<file path="config.mk">
export PLATFORM = sky130hd
export DESIGN_NAME = dbtr_top
export DESIGN_NICKNAME = d
export VERILOG_FILES = /design/src/core/dbtr_pkg.sv /design/src/core/dbtr_top.sv
export SDC_FILE = /design/constraint.sdc
export NUM_CORES = 1
export LEC_CHECK = 0
export ABC_AREA = 1
export BUFFER_PORTS_ARGS = -buffer_cell sky130_fd_sc_hd__buf_2
export CORE_MARGIN = 1
export CORE_UTILIZATION = 65
export DETAILED_ROUTE_END_ITERATION = 7
export PLACE_DENSITY = 0.86
export SYNTH_ARGS = -nofsm -noshare
export SYNTH_HDL_FRONTEND = slang
export SYNTH_SLANG_ARGS = --single-unit
</file>
<file path="constraint.sdc">
create_clock -name clock -period 7.8 [get_ports clock]
set_clock_uncertainty 0.05 [all_clocks]
set_input_delay 0.39 -clock clock [delete_from_list [all_inputs] [get_ports clock]]
set_output_delay 0.39 -clock clock [all_outputs]
set_load 0.01 [all_outputs]
</file>
<file path="src/core/dbtr_pkg.sv">
// Shared constants and carrier types for the debug breakpoint and trace block
package dbtr_pkg;

  // Sizes of the trace store
  localparam int unsigned DBTR_WORD_W     = 16;
  localparam int unsigned DBTR_FIFO_DEPTH = 8;

  // Offsets of the normally mapped registers, relative to the block's base
  localparam logic [2:0] DBTR_OFF_CMP_A_HIGH = 3'h0;
  localparam logic [2:0] DBTR_OFF_CMP_A_LOW  = 3'h1;
  localparam logic [2:0] DBTR_OFF_CMP_B_HIGH = 3'h2;
  localparam logic [2:0] DBTR_OFF_CMP_B_LOW  = 3'h3;
  localparam logic [2:0] DBTR_OFF_FIFO_HIGH  = 3'h4;
  localparam logic [2:0] DBTR_OFF_FIFO_LOW   = 3'h5;
  localparam logic [2:0] DBTR_OFF_CONTROL    = 3'h6;
  localparam logic [2:0] DBTR_OFF_FORCE_RST  = 3'h7;

  // Values after reset, and fixed read values
  localparam logic [7:0]  DBTR_CMP_RST       = 8'h00;
  localparam logic [7:0]  DBTR_CTRL_RST      = 8'h00;
  localparam logic [15:0] DBTR_BKPT_RST      = 16'h0000;
  localparam logic [7:0]  DBTR_FORCE_RD      = 8'h00;
  localparam logic [7:0]  DBTR_ZERO_BYTE     = 8'h00;

  // Field positions in the trace control register
  localparam int unsigned DBTR_CTRL_ENABLE   = 7;
  localparam int unsigned DBTR_CTRL_ARM      = 6;
  localparam int unsigned DBTR_CTRL_TAG      = 5;
  localparam int unsigned DBTR_CTRL_BREAK_REQUEST_ENABLE    = 4;
  localparam int unsigned DBTR_CTRL_RWA      = 3;
  localparam int unsigned DBTR_CTRL_COMP_A_DIRECTION_ENABLE    = 2;
  localparam int unsigned DBTR_CTRL_RWB      = 1;
  localparam int unsigned DBTR_CTRL_COMP_B_DIRECTION_ENABLE    = 0;

  // Field position of the forced reset bit
  localparam int unsigned DBTR_FORCE_BIT     = 0;

  // One processor bus cycle as seen by the comparators
  typedef struct packed {
    logic [15:0] addr;   // Address of the cycle
    logic [7:0]  data;   // Data byte of the cycle
    logic        read;   // High for a read cycle
    logic        fetch;  // High for an opcode fetch
    logic        valid;  // Cycle present this clock
  } dbtr_cpu_cycle_type;

  // One access to the normally mapped registers
  typedef struct packed {
    logic [2:0] offset;    // Register offset
    logic [7:0] wdata;     // Write data
    logic       wr;        // Write strobe, one cycle
    logic       rd;        // Read strobe, one cycle
    logic       from_host; // Access issued by a serial background command
  } dbtr_reg_req_type;

endpackage

</file>
<file path="src/core/dbtr_top.sv">
// Debug breakpoint match, forced reset and trace capture logic with its trace store
`timescale 1ns/100ps
`default_nettype none

// Shift-register store: entry 0 is the head, pops shift every entry down by one
module dbtr_fifo #(
  parameter int unsigned WIDTH = 16,
  parameter int unsigned DEPTH = 8
) (
  input  wire logic             clock,     // System clock
  input  wire logic             nrst,      // Synchronous reset, active low
  input  wire logic             flush,     // Empty the store
  input  wire logic             in_valid,  // Word offered
  input  wire logic [WIDTH-1:0] in_data,   // Word to store
  output logic                  in_ready,  // Store can take the word
  output logic                  out_valid, // Head word present
  output logic [WIDTH-1:0]      out_data,  // Head word
  input  wire logic             out_ready, // Drain the head word
  output logic                  full,      // All entries hold data
  output logic                  empty      // No entry holds data
);

  localparam int unsigned CW = $clog2(DEPTH + 1);

  // Depth below two leaves nothing to shift
  if (DEPTH < 2) begin : g_depth_check
    $error("dbtr_fifo: DEPTH must be at least 2");
  end

  logic [WIDTH-1:0] mem_q [DEPTH];
  logic [CW-1:0]    count_q;
  logic [CW-1:0]    count_d;
  logic [CW-1:0]    wr_idx;
  logic             push;
  logic             pop;

  // Handshake decode
  assign full      = (count_q == CW'(DEPTH));
  assign empty     = (count_q == '0);
  assign out_valid = !empty;
  assign pop       = out_valid && out_ready;
  assign in_ready  = !full || pop;   // A pop frees the tail in the same cycle
  assign push      = in_valid && in_ready;
  assign wr_idx    = count_q - CW'(pop);
  assign count_d   = count_q + CW'(push) - CW'(pop);
  assign out_data  = mem_q[0];

  // Occupancy count
  always_ff @(posedge clock) begin
    if (!nrst || flush) begin
      count_q <= '0;
    end else begin
      count_q <= count_d;
    end
  end

  // One entry per loop step: load, shift down, or hold
  for (genvar g = 0; g < DEPTH; g++) begin : g_entry
    always_ff @(posedge clock) begin
      if (!nrst || flush) begin
        mem_q[g] <= '0;
      end else if (push && (wr_idx == CW'(g))) begin
        mem_q[g] <= in_data;
      end else if (pop && (g < DEPTH - 1)) begin
        mem_q[g] <= mem_q[(g < DEPTH - 1) ? g + 1 : g];
      end
    end
  end

endmodule // dbtr_fifo

// Functional notes
// - Sixteen-bit breakpoint match register holds the serial controller breakpoint address.
// - Breakpoint register reached only by breakpoint read and write commands.
// - Breakpoint enable and force/mark select bits configure breakpoint logic.
// - Forced reset register accepts writes only from serial background commands.
// - Reads of the forced reset register always return zero.
// - Host writing one to bit 0 forces a full MCU reset.
// - Block maps three 16-bit and two 8-bit (control, forced reset) registers for software.
// - Each comparator value is built from its own high and low byte.
// - Comparator bytes reset to zero, always readable, writable only while unarmed.
// - FIFO high byte register is read-only upper eight bits of current word.
// - FIFO low byte register is read-only lower eight bits of current word.
// - Event-only modes store data in low byte; high byte reads zero.
// - Reading FIFO high byte leaves the FIFO position unchanged.
// - Reading FIFO low byte advances the FIFO to the next word once all entries hold data.
// - While armed, low byte reads do not advance; reader waits for completion.
// - Unarmed low byte read stores last fetched opcode address at FIFO tail.
// - Unarmed profiling: ninth read returns what the first read stored.
// - Control register always accessible, resets to zero, fixed eight-field layout.
// - Write with enable and arm set arms capture and flag; completion or any other control write ends the run.
// - Force match requests a break; mark match tags the fetched opcode.
// - With breakpoint enable clear, select bit and match register are ignored.
module dbtr_top #(
  parameter int unsigned FIFO_DEPTH = dbtr_pkg::DBTR_FIFO_DEPTH
) (
  input  wire logic                         clock,                       // 100 MHz clock
  input  wire logic                         nrst,                        // Sync reset, low
  input  wire dbtr_pkg::dbtr_reg_req_type   reg_req,                     // Mapped access
  output logic [7:0]                        reg_rdata,                   // Read data
  input  wire logic                         write_breakpoint_command,    // Load match reg
  input  wire logic                         read_breakpoint_command,     // Read match reg
  input  wire logic [15:0]                  bkpt_wdata,                  // Match reg data
  output logic [15:0]                       bkpt_rdata,                  // Match reg readback
  input  wire logic                         breakpoint_enable_bit,       // From status reg
  input  wire logic                         force_or_mark_select,        // From status reg
  input  wire dbtr_pkg::dbtr_cpu_cycle_type cpu_cycle,                   // CPU bus cycle
  input  wire logic                         event_only_mode,             // Byte capture mode
  output logic                              capture_primed_flag,         // Run in progress
  output logic                              break_force,                 // Force break pulse
  output logic                              break_tag,                   // Tag opcode pulse
  output logic                              forced_reset_req,            // MCU reset pulse
  output logic                              capture_stall                // Capture refused
);

  localparam int unsigned W = dbtr_pkg::DBTR_WORD_W;

  // Register state
  logic [15:0] bkpt_q;
  logic [15:0] bkpt_rdata_q;
  logic [7:0]  cmp_a_high_q;
  logic [7:0]  cmp_a_low_q;
  logic [7:0]  cmp_b_high_q;
  logic [7:0]  cmp_b_low_q;
  logic [7:0]  ctrl_q;
  logic [7:0]  ctrl_d;
  logic        primed_q;
  logic        primed_d;
  logic [7:0]  rdata_q;
  logic [15:0] last_fetch_q;
  logic        brk_force_q;
  logic        brk_tag_q;
  logic        force_rst_q;

  // Control fields
  logic trace_module_enable;
  logic capture_armed;
  logic mark_type_break;
  logic break_request_enable;
  logic comp_a_direction_value;
  logic comp_a_direction_enable;
  logic comp_b_direction_value;
  logic comp_b_direction_enable;

  assign trace_module_enable     = ctrl_q[dbtr_pkg::DBTR_CTRL_ENABLE];
  assign capture_armed           = ctrl_q[dbtr_pkg::DBTR_CTRL_ARM];
  assign mark_type_break         = ctrl_q[dbtr_pkg::DBTR_CTRL_TAG];
  assign break_request_enable    = ctrl_q[dbtr_pkg::DBTR_CTRL_BREAK_REQUEST_ENABLE];
  assign comp_a_direction_value  = ctrl_q[dbtr_pkg::DBTR_CTRL_RWA];
  assign comp_a_direction_enable = ctrl_q[dbtr_pkg::DBTR_CTRL_COMP_A_DIRECTION_ENABLE];
  assign comp_b_direction_value  = ctrl_q[dbtr_pkg::DBTR_CTRL_RWB];
  assign comp_b_direction_enable = ctrl_q[dbtr_pkg::DBTR_CTRL_COMP_B_DIRECTION_ENABLE];

  // Address decode of the mapped registers
  logic sel_cmp_a_high;
  logic sel_cmp_a_low;
  logic sel_cmp_b_high;
  logic sel_cmp_b_low;
  logic sel_fifo_high;
  logic sel_fifo_low;
  logic sel_control;
  logic sel_force_rst;

  assign sel_cmp_a_high = (reg_req.offset == dbtr_pkg::DBTR_OFF_CMP_A_HIGH);
  assign sel_cmp_a_low  = (reg_req.offset == dbtr_pkg::DBTR_OFF_CMP_A_LOW);
  assign sel_cmp_b_high = (reg_req.offset == dbtr_pkg::DBTR_OFF_CMP_B_HIGH);
  assign sel_cmp_b_low  = (reg_req.offset == dbtr_pkg::DBTR_OFF_CMP_B_LOW);
  assign sel_fifo_high  = (reg_req.offset == dbtr_pkg::DBTR_OFF_FIFO_HIGH);
  assign sel_fifo_low   = (reg_req.offset == dbtr_pkg::DBTR_OFF_FIFO_LOW);
  assign sel_control    = (reg_req.offset == dbtr_pkg::DBTR_OFF_CONTROL);
  assign sel_force_rst  = (reg_req.offset == dbtr_pkg::DBTR_OFF_FORCE_RST);

  // Write qualifiers; comparator bytes freeze for the whole armed run
  logic cmp_wr_ok;
  logic ctrl_wr;
  logic force_wr;
  logic arm_write;
  logic stop_write;

  assign cmp_wr_ok  = reg_req.wr && !capture_armed;
  assign ctrl_wr    = reg_req.wr && sel_control;
  assign force_wr   = reg_req.wr && sel_force_rst && reg_req.from_host;
  assign arm_write  = ctrl_wr && reg_req.wdata[dbtr_pkg::DBTR_CTRL_ARM]
                      && reg_req.wdata[dbtr_pkg::DBTR_CTRL_ENABLE];
  assign stop_write = ctrl_wr && !arm_write;

  // Comparators; the direction check is skipped unless enabled
  logic [15:0] cmp_a_value;
  logic [15:0] cmp_b_value;
  logic        cmp_a_hit;
  logic        cmp_b_hit;
  logic        trigger;

  assign cmp_a_value = {cmp_a_high_q, cmp_a_low_q};
  assign cmp_b_value = {cmp_b_high_q, cmp_b_low_q};
  assign cmp_a_hit   = cpu_cycle.valid && (cpu_cycle.addr == cmp_a_value)
                       && (!comp_a_direction_enable
                           || (cpu_cycle.read == comp_a_direction_value));
  assign cmp_b_hit   = cpu_cycle.valid && (cpu_cycle.addr == cmp_b_value)
                       && (!comp_b_direction_enable
                           || (cpu_cycle.read == comp_b_direction_value));
  assign trigger     = trace_module_enable && capture_armed && (cmp_a_hit || cmp_b_hit);

  // Trace store handshake
  logic         fifo_in_valid;
  logic [W-1:0] fifo_in_data;
  logic         fifo_in_ready;
  logic [W-1:0] fifo_out_data;
  logic         fifo_out_ready;
  logic         fifo_full;
  logic         low_read;
  logic         profile_read;
  logic [W-1:0] capture_word;
  logic         run_done;

  assign low_read     = reg_req.rd && sel_fifo_low;
  assign profile_read = low_read && !capture_armed;
  // Event-only runs keep just the data byte, upper half forced to zero
  assign capture_word = event_only_mode ? {dbtr_pkg::DBTR_ZERO_BYTE, cpu_cycle.data}
                                        : cpu_cycle.addr;
  assign fifo_in_valid = capture_armed ? trigger : profile_read;
  assign fifo_in_data  = capture_armed ? capture_word : last_fetch_q;
  // Reads drain only once all eight slots hold data, so the eight-read delay holds
  // Only low-byte reads drain; a high-byte read leaves the head in place
  assign fifo_out_ready = profile_read && fifo_full;
  assign run_done       = capture_armed && fifo_full;
  assign capture_stall  = fifo_in_valid && !fifo_in_ready;

  dbtr_fifo #(
    .WIDTH (W),
    .DEPTH (FIFO_DEPTH)
  ) u_trace_store (
    .clock     (clock),
    .nrst      (nrst),
    .flush     (arm_write),
    .in_valid  (fifo_in_valid),
    .in_data   (fifo_in_data),
    .in_ready  (fifo_in_ready),
    .out_valid (),
    .out_data  (fifo_out_data),
    .out_ready (fifo_out_ready),
    .full      (fifo_full),
    .empty     ()
  );

  // Read data selection; write-only and unused bits read as zero
  logic [7:0] fifo_high_byte;
  logic [7:0] rd_mux;

  assign fifo_high_byte = event_only_mode ? dbtr_pkg::DBTR_ZERO_BYTE
                                          : fifo_out_data[15:8];
  assign rd_mux = sel_cmp_a_high ? cmp_a_high_q :
                  sel_cmp_a_low  ? cmp_a_low_q :
                  sel_cmp_b_high ? cmp_b_high_q :
                  sel_cmp_b_low  ? cmp_b_low_q :
                  sel_fifo_high  ? fifo_high_byte :
                  sel_fifo_low   ? fifo_out_data[7:0] :
                  sel_control    ? ctrl_q :
                                   dbtr_pkg::DBTR_FORCE_RD;

  // Next control value: a fresh arm wins over completion in the same cycle
  always_comb begin
    ctrl_d   = ctrl_q;
    primed_d = primed_q;
    if (run_done) begin
      ctrl_d[dbtr_pkg::DBTR_CTRL_ARM] = 1'b0;
      primed_d                        = 1'b0;
    end
    if (ctrl_wr) begin
      ctrl_d = reg_req.wdata;
      ctrl_d[dbtr_pkg::DBTR_CTRL_ARM] = arm_write;
      primed_d = arm_write;
    end
    if (stop_write) begin
      primed_d = 1'b0;
    end
  end

  // Control register and primed flag
  always_ff @(posedge clock) begin
    if (!nrst) begin
      ctrl_q   <= dbtr_pkg::DBTR_CTRL_RST;
      primed_q <= 1'b0;
    end else begin
      ctrl_q   <= ctrl_d;
      primed_q <= primed_d;
    end
  end

  // Comparator bytes
  always_ff @(posedge clock) begin
    if (!nrst) begin
      cmp_a_high_q <= dbtr_pkg::DBTR_CMP_RST;
      cmp_a_low_q  <= dbtr_pkg::DBTR_CMP_RST;
      cmp_b_high_q <= dbtr_pkg::DBTR_CMP_RST;
      cmp_b_low_q  <= dbtr_pkg::DBTR_CMP_RST;
    end else if (cmp_wr_ok) begin
      if (sel_cmp_a_high) cmp_a_high_q <= reg_req.wdata;
      if (sel_cmp_a_low)  cmp_a_low_q  <= reg_req.wdata;
      if (sel_cmp_b_high) cmp_b_high_q <= reg_req.wdata;
      if (sel_cmp_b_low)  cmp_b_low_q  <= reg_req.wdata;
    end
  end

  // Registered read data, valid the cycle after the read strobe
  always_ff @(posedge clock) begin
    if (!nrst) begin
      rdata_q <= dbtr_pkg::DBTR_ZERO_BYTE;
    end else if (reg_req.rd) begin
      rdata_q <= rd_mux;
    end
  end

  // Address of the most recent opcode fetch, fed in by profiling reads
  always_ff @(posedge clock) begin
    if (!nrst) begin
      last_fetch_q <= dbtr_pkg::DBTR_BKPT_RST;
    end else if (cpu_cycle.valid && cpu_cycle.fetch) begin
      last_fetch_q <= cpu_cycle.addr;
    end
  end

  // Breakpoint match register, only reachable by the dedicated commands
  always_ff @(posedge clock) begin
    if (!nrst) begin
      bkpt_q       <= dbtr_pkg::DBTR_BKPT_RST;
      bkpt_rdata_q <= dbtr_pkg::DBTR_BKPT_RST;
    end else begin
      if (write_breakpoint_command) bkpt_q <= bkpt_wdata;
      if (read_breakpoint_command)  bkpt_rdata_q <= bkpt_q;
    end
  end

  // Breakpoint compare; disabled breakpoint ignores the select and the address
  logic bkpt_hit;
  logic bkpt_force_req;
  logic bkpt_tag_req;
  logic trace_force_req;
  logic trace_tag_req;

  assign bkpt_hit        = breakpoint_enable_bit && cpu_cycle.valid
                           && (cpu_cycle.addr == bkpt_q);
  assign bkpt_force_req  = bkpt_hit && force_or_mark_select;
  // Only an opcode fetch can be tagged; the CPU decides if it executes
  assign bkpt_tag_req    = bkpt_hit && !force_or_mark_select && cpu_cycle.fetch;
  assign trace_force_req = run_done && break_request_enable && !mark_type_break;
  assign trace_tag_req   = run_done && break_request_enable && mark_type_break;

  // One-cycle break pulses and the forced reset pulse
  always_ff @(posedge clock) begin
    if (!nrst) begin
      brk_force_q <= 1'b0;
      brk_tag_q   <= 1'b0;
      force_rst_q <= 1'b0;
    end else begin
      brk_force_q <= bkpt_force_req || trace_force_req;
      brk_tag_q   <= bkpt_tag_req || trace_tag_req;
      force_rst_q <= force_wr && reg_req.wdata[dbtr_pkg::DBTR_FORCE_BIT];
    end
  end

  // Outputs, all from flip-flops except capture_stall
  assign reg_rdata           = rdata_q;
  assign bkpt_rdata          = bkpt_rdata_q;
  assign capture_primed_flag = primed_q;
  assign break_force         = brk_force_q;
  assign break_tag           = brk_tag_q;
  assign forced_reset_req    = force_rst_q;

endmodule // dbtr_top

`default_nettype wire

</file>
==> results.tsv <==
stage	metric	value	unit
status	run status	completed	
clock_network	CTS tree	done	
placed_design	DP Wirelength	20.3	mm
grt	busiest layer in global routing	met2	
grt	first-pass GRT wire length	46.3	mm
power	Int Pwr	2.11	mW
grt	antenna violations before repair	1	
logic_synthesis	cell taking the most area after synthesis	edfxtp_1	
critical_path	FF-to-FF setup slack	4170	ps
placed_design	I/O Buffers	92	
power	Sw Pwr	666	uW
drt	wire per inst	18.1	um
sta	worst-margin pin slew	1250	ps
sta	endpoints failing hold	0	
sta	Period Utilization, post-route	46.5	%
critical_path	Critical path buffers and inverters	2	
sta	Max transition margin	16.0	%
final_layout	Area growth, synth to finish	10.6	%
clock_network	clk sinks	232	
logic_synthesis	Synth cell types	46	
clock_network	post-CTS setup buffer count	0	
logic_synthesis	asr flop ratio synth	0	%
final_layout	nets@finish	1479	
grt	grt met2 use	52.3	%
grt	Total Routing Usage GR	33.2	%
clock_network	CTS root buf	clkbuf_16	
critical_path	crit end category	flop	
critical_path	family with the most delay on the worst path	simple AND/OR/NAND/NOR gates	
critical_path	Setup crit start	ctrl_q[6]$_SDFFE_PN0P_	
final_layout	most frequent cells in the layout	nand2_1 (267), nand3_1 (174), nor2_1 (158)	
clock_network	Clk Latency, worst-skew pair	520	ps
floorplanning	core box area	0.0172	mm2
logic_synthesis	dominant cells by area after synthesis	edfxtp_1 (34%), dfxtp_1 (18%), nand2_1 (8.8%), nand3_1 (7.6%), nor2_1 (5.2%)	
power	PD cells	220	mW/mm2
grt	vias in the first global route	8970	
sta	unrepaired setup endpoints after global routing	false	
floorplanning	Rows	48	
clock_network	Clk pin slew, worst setup/hold paths	60	ps
critical_path	Worst EP arrival	3730	ps
floorplanning	full die area	0.0181	mm2
grt	gr ovfl total	0	
floorplanning	Die W	134	um
sta	post-route setup TNS	0	ps
final_layout	Layout fillers	1207	
drt	First-pass DRT Iterations	5	
logic_synthesis	Seq/Total Area, Yosys	52.0	%
critical_path	critical path, cell by cell	nor3_4, inv_2, nor3_4, ha_1, inv_1, ha_1, nor2_1, nand3_2, nand2_1	
floorplanning	Ports	93	
critical_path	Worst Path Required	7900	ps
drt	vias	9920	
power	combinational share of power	7.9	%
power	Reg power frac	49.2	%
critical_path	Slowest-stage cell, CP	nand2_1	
drt	Detailed Route WL	29.8	mm
logic_synthesis	Post-synth EDFFs	128	
flow_run	max-cap violation count	0	
worst_hold_path	worst hold start	bkpt_wdata[10]	
grt	met1 GRT Util	44.3	%
power	Clock power frac	42.9	%
final_layout	layout cells sized above 1	13.1	%
power	VDD IR-drop max	0.179	mV
drt	Via density	6.01	
drt	Iteration-0 DRC Markers	1296	
logic_synthesis	Netlist Area Pre-Place	0.0114	mm2
critical_path	reg-to-reg critical path startpoint	ctrl_q[6]$_SDFFE_PN0P_	
placed_design	GP Congestion	1.01	
sta	Max Clk Rate	0.276	GHz
logic_synthesis	Ys Warns	0	
logic_synthesis	#FFs+latches synth	232	
drt	# DRC	0	
clock_network	# H-tree levels	1	
clock_network	Resize count post-CTS	0	
final_layout	commonest non-fill, non-tap cell in the layout	nand2_1	
critical_path	critical setup path kind	flop to flop	
logic_synthesis	Synth Area per Inst	8.43	um2
critical_path	max incr delay on CP	670	ps
grt	largest net degree at the start of global routing	90	
logic_synthesis	Syn Inst Count	1351	
worst_hold_path	hold crit path type	input pin to flop	
sta	post-layout min period	3630	ps
sta	# setup viols final	0	
power	Leak	5.34	nW
logic_synthesis	top cell type's share of synthesized area	33.7	%
logic_synthesis	Main synth FF type	edfxtp_1	
grt	M3 GR Usage	8.05	%
critical_path	CP Launch Type	flop	
floorplanning	Die Y	134	um
sta	Slew Viols, Final	0	
clock_network	number of buffers created by CTS	24	
floorplanning	starting density of the core	66.1	%
power	switching fraction of total power	24.0	%
drt	number of nets still failing antenna checks after routing	0	
logic_synthesis	Post-Syn Nets	1424	
clock_network	hold bufs inserted after CTS	0	
clock_network	deepest clock path buffer count	3	
critical_path	CP Max Fanout	17	
final_layout	fin util	73.1	%
## kinds of logic (layout without fill, tap and decap cells)
logic type	count (synthesis)	in the layout	synth area share, %
flops	232	232	52.0
simple gates	665	665	27.0
compound gates	228	228	10.7
other cells	0	2	0
buf+inv	197	270	7.66
fa+ha+maj	9	9	1.05
xor+xnor	20	20	1.54
## state kept, by name (all words and copies together) (netlist names)
| signal | flops |
|---|---|
| bkpt_q | 16 |
| bkpt_rdata | 16 |
| break_force | 1 |
| break_tag | 1 |
| capture_primed_flag | 1 |
| cmp_a_high_q | 8 |
| cmp_a_low_q | 8 |
| cmp_b_high_q | 8 |
| cmp_b_low_q | 8 |
| ctrl_q | 8 |
| forced_reset_req | 1 |
| last_fetch_q | 16 |
| reg_rdata | 8 |
| u_trace_store.count_q | 4 |
| u_trace_store.mem_q | 128 |
## layer usage
metal / part of all wire, % / vias to the layer above / wire [um]
li1: - / 4653 / -
met4: 3.8 / 0 / 1130
met5: 0 / - / 0
met1: 39 / 4630 / 11700
met2: 46 / 538 / 13800
met3: 11 / 99 / 3220
## area by class of cell
class                           count  area, um2  area share [%]
Sequential cell                   232       5930            47.0
Multi-Input combinational cell    922       4600            36.5
Clock buffer                       30        674            5.35
Inverter                          131        497            3.94
Timing Repair Buffer               95        483            3.83
Tap cell                          225        282            2.23
Clock inverter                     14        143            1.13
Antenna cell                        2       5.00          0.0397
## per-stage QoR
step	area (um2)	setup slack, ps	instances	power, mW	hold slack [ps]
finish	12600	4170	1651	2.78	42.7
global route	12600	3970	1650	2.84	61.2
CTS	12600	4210	1649	2.77	40.5
detailed placement	11800	4050	1605	1.60	400
global placement	11800	4150	1605	1.60	393
floorplan	11400	4410	1351	1.52	381
## worst min-delay path: stages
cell and delay (ps):
buf_2 70, nor2_1 30, nor2_1 80
## worst paths after layout
path                                           to  cells past startpoint
min reg2reg          last_fetch_q[7]$_SDFFE_PN0P_                      2
max reg2reg  u_trace_store.mem_q[0][26]$_DFFE_PP_                      9
max          u_trace_store.mem_q[0][26]$_DFFE_PP_                      9
min                       bkpt_q[10]$_SDFFE_PN0P_                      3
## cell usage after synthesis (9+ instances only)
master    instances
o22ai_1          10
xnor2_1          15
buf_1             9
nor2_1          158
dfxtp_1         104
a21oi_1          90
buf_2            13
nand3b_1         12
o21ai_0         103
nand3_1         174
inv_1           112
edfxtp_1        128
buf_6            11
inv_2            16
clkbuf_1         27
nand2_1         267
nor3_1            9
## power groups by stage
stage,clock (mW),sequential (mW),combinational (mW)
global placement,0,1.39,0.207
global route,1.23,1.37,0.238
CTS,1.19,1.37,0.214
floorplan,0,1.39,0.132
detailed placement,0,1.39,0.212
finish,1.19,1.37,0.220
Note: power is estimated with default switching activity, not from simulation.
